[src/rtl/fbled_pkg.sv]
package fbled_pkg;
  // ==========================================================================
  // Timing
  // ==========================================================================
  localparam int unsigned CLK_PERIOD_PS = 4000;
  localparam int unsigned TICK_TIME_MS = 50;
  localparam int unsigned TICK_CYCLES = TICK_TIME_MS * (1000000000 / CLK_PERIOD_PS);
  localparam int unsigned FLICKER_TICKS = 1;
  localparam int unsigned BLINK_TICKS = 4;
  localparam int unsigned FLASH_ON_TICKS = 4;
  localparam int unsigned FLASH_GAP_TICKS = 4;
  localparam int unsigned FLASH_PAUSE_TICKS = 20;
  localparam int unsigned ACT_HOLD_TICKS = 8;

  // ==========================================================================
  // Types
  // ==========================================================================
  typedef enum logic [2:0] {
    NMT_OFF = 3'b000,
    NMT_NOT_ACTIVE = 3'b001,
    NMT_PREOP_FIRST = 3'b010,
    NMT_PREOP_SECOND = 3'b011,
    NMT_READY_STATE = 3'b100,
    NMT_RUNNING_STATE = 3'b101,
    NMT_HALTED_STATE = 3'b110
  } fbled_nmt_t;

  typedef struct packed {
    logic green;
    logic red;
  } fbled_led_t;

  typedef struct packed {
    logic traffic;
    logic soc_frame;
    logic configured;
    logic cmd_start;
    logic cmd_stop;
    logic cmd_enter_preop;
    logic cmd_reset;
    logic bus_error;
  } fbled_bus_ev_t;

  typedef struct packed {
    logic running;
    logic init_done;
    logic correctable_err;
    logic serious_err;
  } fbled_health_t;

  typedef struct packed {
    logic flicker;
    logic blink;
    logic flash1;
    logic flash2;
    logic flash3;
  } fbled_pat_t;
endpackage : fbled_pkg

[src/rtl/fbled_sync.sv]
`timescale 1ns/1ps
`default_nettype none
module fbled_sync #(
  parameter int unsigned WIDTH = 1
) (
  input wire logic i_sys_clk,
  input wire logic i_reset,
  input wire logic i_ce,
  input wire logic [WIDTH-1:0] i_async,
  output logic [WIDTH-1:0] o_sync
);
  if (WIDTH < 1) begin : g_bad_width
    $error("fbled_sync: WIDTH must be at least 1");
  end

  // ==========================================================================
  // Two-stage synchroniser
  // ==========================================================================
  logic [WIDTH-1:0] meta_q;
  logic [WIDTH-1:0] sync_q;

  always_ff @(posedge i_sys_clk) begin
    if (i_reset) begin
      meta_q <= '0;
      sync_q <= '0;
    end else if (i_ce) begin
      meta_q <= i_async;
      sync_q <= meta_q;
    end
  end

  assign o_sync = sync_q;
endmodule : fbled_sync
`default_nettype wire

[src/rtl/fbled_timebase.sv]
`timescale 1ns/1ps
`default_nettype none
module fbled_timebase #(
  parameter int unsigned TICK_CYC = fbled_pkg::TICK_CYCLES
) (
  input wire logic i_sys_clk,
  input wire logic i_reset,
  input wire logic i_ce,
  output logic o_tick,
  output fbled_pkg::fbled_pat_t o_pat
);
  import fbled_pkg::*;

  localparam int unsigned PERIOD = 6 * FLASH_ON_TICKS + FLASH_PAUSE_TICKS;

  if (TICK_CYC < 2) begin : g_bad_tick
    $error("fbled_timebase: TICK_CYC must be at least 2");
  end

  // ==========================================================================
  // Shared tick and pattern phase
  // ==========================================================================
  logic [31:0] div_q;
  logic [7:0] phase_q;
  logic [3:0] blink_q;
  fbled_pat_t pat_q;
  wire tick = (div_q == TICK_CYC - 1);
  wire [7:0] ph_next = (phase_q == 8'(PERIOD - 1)) ? 8'h00 : phase_q + 8'h01;
  wire [3:0] bl_next = (blink_q == 4'(2 * BLINK_TICKS - 1)) ? 4'h0 : blink_q + 4'h1;

  function automatic logic flash_on(input logic [7:0] ph, input int unsigned n);
    int unsigned slot;
    slot = ph / (FLASH_ON_TICKS + FLASH_GAP_TICKS);
    flash_on = (slot < n) && ((ph % (FLASH_ON_TICKS + FLASH_GAP_TICKS)) < FLASH_ON_TICKS);
  endfunction : flash_on

  always_ff @(posedge i_sys_clk) begin
    if (i_reset) begin
      div_q <= 32'h0;
      phase_q <= 8'h00;
      blink_q <= 4'h0;
      pat_q <= '0;
    end else if (i_ce) begin
      div_q <= tick ? 32'h0 : div_q + 32'h1;
      if (tick) begin
        phase_q <= ph_next;
        blink_q <= bl_next;
        pat_q.flicker <= ~pat_q.flicker;
        pat_q.blink <= (bl_next < 4'(BLINK_TICKS));
        pat_q.flash1 <= flash_on(ph_next, 1);
        pat_q.flash2 <= flash_on(ph_next, 2);
        pat_q.flash3 <= flash_on(ph_next, 3);
      end
    end
  end

  assign o_tick = tick & i_ce;
  assign o_pat = pat_q;
endmodule : fbled_timebase
`default_nettype wire

[src/rtl/fbled_top.sv]
`timescale 1ns/1ps
`default_nettype none
module fbled_top #(
  parameter int unsigned NUM_PORTS = 2,
  parameter int unsigned TICK_CYC = fbled_pkg::TICK_CYCLES,
  parameter int unsigned ACT_HOLD = fbled_pkg::ACT_HOLD_TICKS
) (
  input wire logic i_sys_clk,
  input wire logic i_reset,
  input wire logic i_ce,
  input wire fbled_pkg::fbled_health_t i_health,
  input wire logic i_bus_powered,
  input wire fbled_pkg::fbled_bus_ev_t i_bus_ev,
  input wire logic [NUM_PORTS-1:0] i_link_up,
  input wire logic [NUM_PORTS-1:0] i_link_act,
  output fbled_pkg::fbled_led_t o_power_led,
  output fbled_pkg::fbled_led_t o_state_led,
  output logic [NUM_PORTS-1:0] o_link_led,
  output fbled_pkg::fbled_nmt_t o_nmt_state,
  output logic o_out_data_en,
  output logic o_in_data_en
);
  import fbled_pkg::*;

  // ==========================================================================
  // Configuration checks
  // ==========================================================================
  if (NUM_PORTS < 1 || NUM_PORTS > 16) begin : g_bad_ports
    $error("fbled_top: NUM_PORTS must be 1 to 16");
  end
  if (ACT_HOLD < 1 || ACT_HOLD > 255) begin : g_bad_hold
    $error("fbled_top: ACT_HOLD must be 1 to 255");
  end
  if (TICK_CYC < 2) begin : g_bad_tick
    $error("fbled_top: TICK_CYC must be at least 2");
  end

  // ==========================================================================
  // Timebase
  // ==========================================================================
  logic tick;
  fbled_pat_t pat;

  fbled_timebase #(
    .TICK_CYC(TICK_CYC)
  ) u_timebase (
    .i_sys_clk(i_sys_clk),
    .i_reset(i_reset),
    .i_ce(i_ce),
    .o_tick(tick),
    .o_pat(pat)
  );

  // ==========================================================================
  // Pin synchronisers
  // ==========================================================================
  localparam int unsigned SYNC_W = 2 * NUM_PORTS + 1;
  logic [SYNC_W-1:0] sync_out;

  fbled_sync #(
    .WIDTH(SYNC_W)
  ) u_sync (
    .i_sys_clk(i_sys_clk),
    .i_reset(i_reset),
    .i_ce(i_ce),
    .i_async({i_bus_powered, i_link_up, i_link_act}),
    .o_sync(sync_out)
  );

  wire bus_powered = sync_out[SYNC_W-1];
  wire [NUM_PORTS-1:0] link_up = sync_out[2*NUM_PORTS-1:NUM_PORTS];
  wire [NUM_PORTS-1:0] link_act = sync_out[NUM_PORTS-1:0];

  // ==========================================================================
  // Power indicator
  // ==========================================================================
  fbled_led_t power_d;
  fbled_led_t power_q;

  always_comb begin
    power_d = '0;
    if (!i_health.running) begin
      power_d = '0;
    end else if (i_health.serious_err) begin
      power_d.red = 1'b1;
    end else if (i_health.correctable_err) begin
      power_d.red = pat.flash1;
    end else if (!i_health.init_done) begin
      power_d.green = pat.blink;
    end else begin
      power_d.green = 1'b1;
    end
  end

  always_ff @(posedge i_sys_clk) begin
    if (i_reset) begin
      power_q <= '0;
    end else if (i_ce) begin
      power_q <= power_d;
    end
  end

  assign o_power_led = power_q;

  // ==========================================================================
  // Link activity indicators
  // ==========================================================================
  wire [NUM_PORTS-1:0] link_led;

  generate
    for (genvar p = 0; p < NUM_PORTS; p++) begin : g_port
      logic [7:0] hold_q;
      logic led_q;
      wire busy = (hold_q != 8'h00);

      always_ff @(posedge i_sys_clk) begin
        if (i_reset) begin
          hold_q <= 8'h00;
          led_q <= 1'b0;
        end else if (i_ce) begin
          if (!link_up[p]) begin
            hold_q <= 8'h00;
          end else if (link_act[p]) begin
            hold_q <= 8'(ACT_HOLD);
          end else if (tick && busy) begin
            hold_q <= hold_q - 8'h01;
          end
          led_q <= link_up[p] & (busy ? pat.blink : 1'b1);
        end
      end

      assign link_led[p] = led_q;
    end
  endgenerate

  assign o_link_led = link_led;

  // ==========================================================================
  // Network management state machine
  // ==========================================================================
  fbled_nmt_t nmt_q;
  fbled_nmt_t nmt_d;

  always_comb begin
    nmt_d = nmt_q;
    if (!bus_powered) begin
      nmt_d = NMT_OFF;
    end else if (i_bus_ev.cmd_reset) begin
      nmt_d = NMT_NOT_ACTIVE;
    end else begin
      case (nmt_q)
        NMT_OFF: begin
          nmt_d = NMT_NOT_ACTIVE;
        end
        NMT_NOT_ACTIVE: begin
          if (i_bus_ev.traffic) begin
            nmt_d = NMT_PREOP_FIRST;
          end
        end
        NMT_PREOP_FIRST: begin
          if (i_bus_ev.cmd_stop) begin
            nmt_d = NMT_HALTED_STATE;
          end else if (i_bus_ev.soc_frame) begin
            nmt_d = NMT_PREOP_SECOND;
          end
        end
        NMT_PREOP_SECOND: begin
          if (i_bus_ev.cmd_stop) begin
            nmt_d = NMT_HALTED_STATE;
          end else if (i_bus_ev.configured) begin
            nmt_d = NMT_READY_STATE;
          end
        end
        NMT_READY_STATE: begin
          if (i_bus_ev.cmd_stop) begin
            nmt_d = NMT_HALTED_STATE;
          end else if (i_bus_ev.cmd_start) begin
            nmt_d = NMT_RUNNING_STATE;
          end
        end
        NMT_RUNNING_STATE: begin
          if (i_bus_ev.cmd_stop) begin
            nmt_d = NMT_HALTED_STATE;
          end else if (i_bus_ev.cmd_enter_preop) begin
            nmt_d = NMT_PREOP_SECOND;
          end
        end
        NMT_HALTED_STATE: begin
          if (i_bus_ev.cmd_enter_preop) begin
            nmt_d = NMT_PREOP_SECOND;
          end
        end
        default: begin
          nmt_d = NMT_OFF;
        end
      endcase
    end
  end

  always_ff @(posedge i_sys_clk) begin
    if (i_reset) begin
      nmt_q <= NMT_OFF;
    end else if (i_ce) begin
      nmt_q <= nmt_d;
    end
  end

  assign o_nmt_state = nmt_q;

  // ==========================================================================
  // State and error indicator
  // ==========================================================================
  fbled_led_t state_d;
  fbled_led_t state_q;
  logic out_en_q;
  logic in_en_q;

  always_comb begin
    state_d = '0;
    if (nmt_q == NMT_OFF) begin
      state_d = '0;
    end else if (i_bus_ev.bus_error) begin
      state_d.red = 1'b1;
    end else begin
      case (nmt_q)
        NMT_PREOP_FIRST: state_d.green = pat.flash1;
        NMT_PREOP_SECOND: state_d.green = pat.flash2;
        NMT_READY_STATE: state_d.green = pat.flash3;
        NMT_RUNNING_STATE: state_d.green = 1'b1;
        NMT_HALTED_STATE: state_d.green = pat.blink;
        default: state_d = '0;
      endcase
    end
    if (nmt_q == NMT_NOT_ACTIVE && !i_bus_ev.bus_error) begin
      state_d.green = pat.flicker;
    end
  end

  always_ff @(posedge i_sys_clk) begin
    if (i_reset) begin
      state_q <= '0;
      out_en_q <= 1'b0;
      in_en_q <= 1'b0;
    end else if (i_ce) begin
      state_q <= state_d;
      out_en_q <= (nmt_d == NMT_RUNNING_STATE);
      in_en_q <= (nmt_d == NMT_RUNNING_STATE) || (nmt_d == NMT_READY_STATE);
    end
  end

  assign o_state_led = state_q;
  assign o_out_data_en = out_en_q;
  assign o_in_data_en = in_en_q;
endmodule : fbled_top
`default_nettype wire
[config.mk]
export PLATFORM = sky130hd
export DESIGN_NAME = fbled_top
export DESIGN_NICKNAME = d
export VERILOG_FILES = /design/src/rtl/fbled_pkg.sv /design/src/rtl/fbled_sync.sv /design/src/rtl/fbled_timebase.sv /design/src/rtl/fbled_top.sv
export SDC_FILE = /design/constraint.sdc
export NUM_CORES = 1
export LEC_CHECK = 0
export ABC_AREA = 1
export ABC_CLOCK_PERIOD_IN_PS = 5100
export BUFFER_PORTS_ARGS = -buffer_cell sky130_fd_sc_hd__buf_2
export CAP_MARGIN = 10
export CORE_ASPECT_RATIO = 0.6
export CORE_UTILIZATION = 40
export DETAILED_ROUTE_END_ITERATION = 10
export GPL_TIMING_DRIVEN = 0
export PLACE_DENSITY = 0.66
export REMOVE_ABC_BUFFERS = 1
export SLEW_MARGIN = 5
export SYNTH_ARGS = -nofsm -noshare
export SYNTH_HDL_FRONTEND = slang
export SYNTH_SLANG_ARGS = --single-unit
[constraint.sdc]
create_clock -name i_sys_clk -period 5.1 [get_ports i_sys_clk]
set_clock_uncertainty 0.2 [all_clocks]
set_input_delay 0.51 -clock i_sys_clk [delete_from_list [all_inputs] [get_ports i_sys_clk]]
set_output_delay 0.51 -clock i_sys_clk [all_outputs]
set_load 0.05 [all_outputs]
==> results_dict.tcl <==
set metrics [dict create \
    grt_overflow_total 0 \
    finalHoldViolations 0 \
    ant_nets 0 \
    worst_path_max_delay_cell "buf_2" \
    track_usage 0.2057 \
    min_from "i_link_up[1]" \
    die_y_um 87.47 \
    hold_buffers 0 \
    post_cts_buffers 0 \
    fmax_mhz 348.6 \
    holdCritPathClass "in -> reg" \
    rows 30 \
    drtPass1Iterations 5 \
    dpl_cell_area_sq_um 5092 \
    crit_arrival_ps 2900 \
    cts_buffers 9 \
    holdPathStages 3 \
    syn_area_sq_um 4870 \
    worst_ep_required_time_ps 5130 \
    cts_resized 0 \
    grt_pass1_wl_um 20310 \
    post-route-min-period_ps 2868 \
    portBuffers 30 \
    leakage_nw 2.327 \
    vdd_drop_max_mv 0.1437 \
    diodes 0 \
    holdPathEnd "u_sync.meta_q[3]" \
    ff2ff_setup_slack_ps 2900 \
    tns_ps 0 \
    cp_top_family "buffers and inverters" \
    setup_viol 0 \
    max_stage_delay_ps 720 \
    grt_pass1_vias 4265 \
    drt_wl_total_um 11920 \
    die-area_sq_um 12630 \
    grt_antenna_before_repair 0 \
    worst_slew_pin_slew_ps 996.4 \
    cts.sinks 86 \
    drive_above_1_share 0.1042 \
    clockBufferDepth 2 \
    dr_total_vias 4755 \
    final_common_cell "nand2_1" \
    pwr_density_cell_nw_per_um2 295.5 \
    cap_violations 0 \
    cts.reportedPaths.clkPinSlew_ps 60 \
    initialDrtViolationCount 361 \
    regToRegStartpoint "u_timebase.div_q[4]" \
    ios 31 \
    ys_seq_area_frac 0.3535 \
    cts_tree "built" \
    synth.avg_cell_area_sq_um 6.528 \
    stdcell_count 928 \
    rsz0062_at_grt "no" \
    avgViaCountPerCell 5.124 \
    status "completed" \
    rr_endpoint "g_port[0].hold_q[2]" \
    ys_ff_latch 86 \
    stdcell_area_sq_um 5440 \
    drc_errors 0 \
    dp.cells 912 \
    grt_max_degree 54 \
    finish.utilization 0.4706 \
    path_cells "buf_2 -> inv_2 -> nor3_4 -> nand3_2 -> nor2_4 -> nand2_1 -> xor2_1 -> nor2_1" \
    dp_hpwl_um 8637 \
    r2r_cells 9 \
    yosys_warnings 0 \
    synth.distinct_cells 42 \
    place_congestion 0.8960 \
    htree_levels 3 \
    critPathMaxFanout 53 \
    clkLatencyLatePin_ps 350 \
    area_growth_pct 11.72 \
    worst-path-buf-inv 2 \
    drv_slew 0 \
    wl_per_cell_um 12.85 \
    cp-start-kind "input port" \
    critPathKind "in -> reg" \
    timing.slew.headroom 0.3358 \
    finalCritPeriodShare 0.5624 \
    die_x_um 144.4 \
    cp-end-kind "register" \
    final_cell_mix "173 x nand2_1, 105 x nor2_1, 92 x inv_1, 86 x dfxtp_1, 68 x nand3_1" \
    cts-root-buf "clkbuf_16" \
    coreArea_sq_um 11560 \
    nNetsFinal 790 \
    initial_core_util 0.4212 \
    synthCells 746 \
]
-- routing by layer --
layer  track usage  up-vias  routed length (um)
li1              -     2448                   -
met1        0.3004     2185                6314
met2        0.2924      109                4822
met3       0.05443       13                 646
met4       0.05742        0                 139
met5             0        -                   0
-- worst max-delay path by stage --
stage,startpoint,end,slack (ps),cells past startpoint
after floorplan,o_nmt_state[0],o_out_data_en,3100,10
after global placement,i_ce,u_timebase.div_q[23],1970,8
after detailed placement,i_ce,u_timebase.div_q[15],1910,8
after CTS,i_ce,u_timebase.div_q[15],2280,8
after global routing,i_ce,u_timebase.div_q[23],1980,9
final,i_ce,u_timebase.div_q[15],2230,8
-- Yosys cell counts, drive strengths merged --
cell	number	area share
xnor2	3	0.0054
o21ai	40	0.041
nor4	3	0.0039
clkbuf	11	0.0085
a211oi	3	0.0046
o22ai	2	0.0026
nor2	116	0.10
a31oi	3	0.0039
or2	2	0.0026
o31ai	1	0.0026
nand2	182	0.15
a221oi	1	0.0018
and2	1	0.0013
o2111ai	1	0.0018
nor2b	1	0.0013
nor3	22	0.028
dfxtp	86	0.35
xor2	9	0.016
a21oi	52	0.053
inv	96	0.075
ha	7	0.018
nand3	72	0.080
buf	13	0.018
nor3b	2	0.0031
nand4	16	0.021
o21a	1	0.0015
-- cell type report --
class / instances / area (sq um)
Sequential cell: 86 / 1722
Tap cell: 160 / 200.2
Inverter: 96 / 365.4
Timing Repair Buffer: 30 / 150.1
Fill cell: 1222 / 6121
Clock buffer: 10 / 239.0
Clock inverter: 6 / 108.9
Multi-Input combinational cell: 540 / 2655
-- flip-flops by register name, summed over array words and instances, names as in the netlist, 2 cells and up --
register            count
u_sync.o_sync           5
o_nmt_state             3
u_timebase.blink_q      4
u_sync.meta_q           5
u_timebase.o_pat        5
o_state_led             2
u_timebase.div_q       32
g_port.led_q            2
g_port.hold_q          16
u_timebase.phase_q      8
o_power_led             2
-- cells by family after synthesis --
kind of cell,count (synthesis),synth area share
flops,86,0.3535
fa+ha+maj,7,0.01798
xor+xnor,12,0.02158
simple gates,417,0.3923
compound gates,104,0.1133
buf+inv,120,0.1012
-- tightest hold or removal path, cell delays in order --
cell	delay (ps)
buf_2	80
nor2_1	30
nor2_1	80
-- metrics by stage --
stage | hold WS, ps | total power [mW] | setup slack (ps)
finish | 190.3 | 1.608 | 2232
global route | 200.5 | 1.674 | 1982
CTS | 190.0 | 1.619 | 2278
detailed placement | 252.2 | 0.8545 | 1907
global placement | 246.6 | 0.8510 | 1965
floorplan | 227.7 | 0.8066 | 3100
-- where the power goes --
group	leakage, nW	total, mW	internal (mW)	switching [mW]
logic	1.46	0.140	0.0441	0.0955
registers	0.698	0.701	0.687	0.0145
clock network	0.172	0.767	0.491	0.276
No activity file was read; power rests on OpenSTA's default activity.
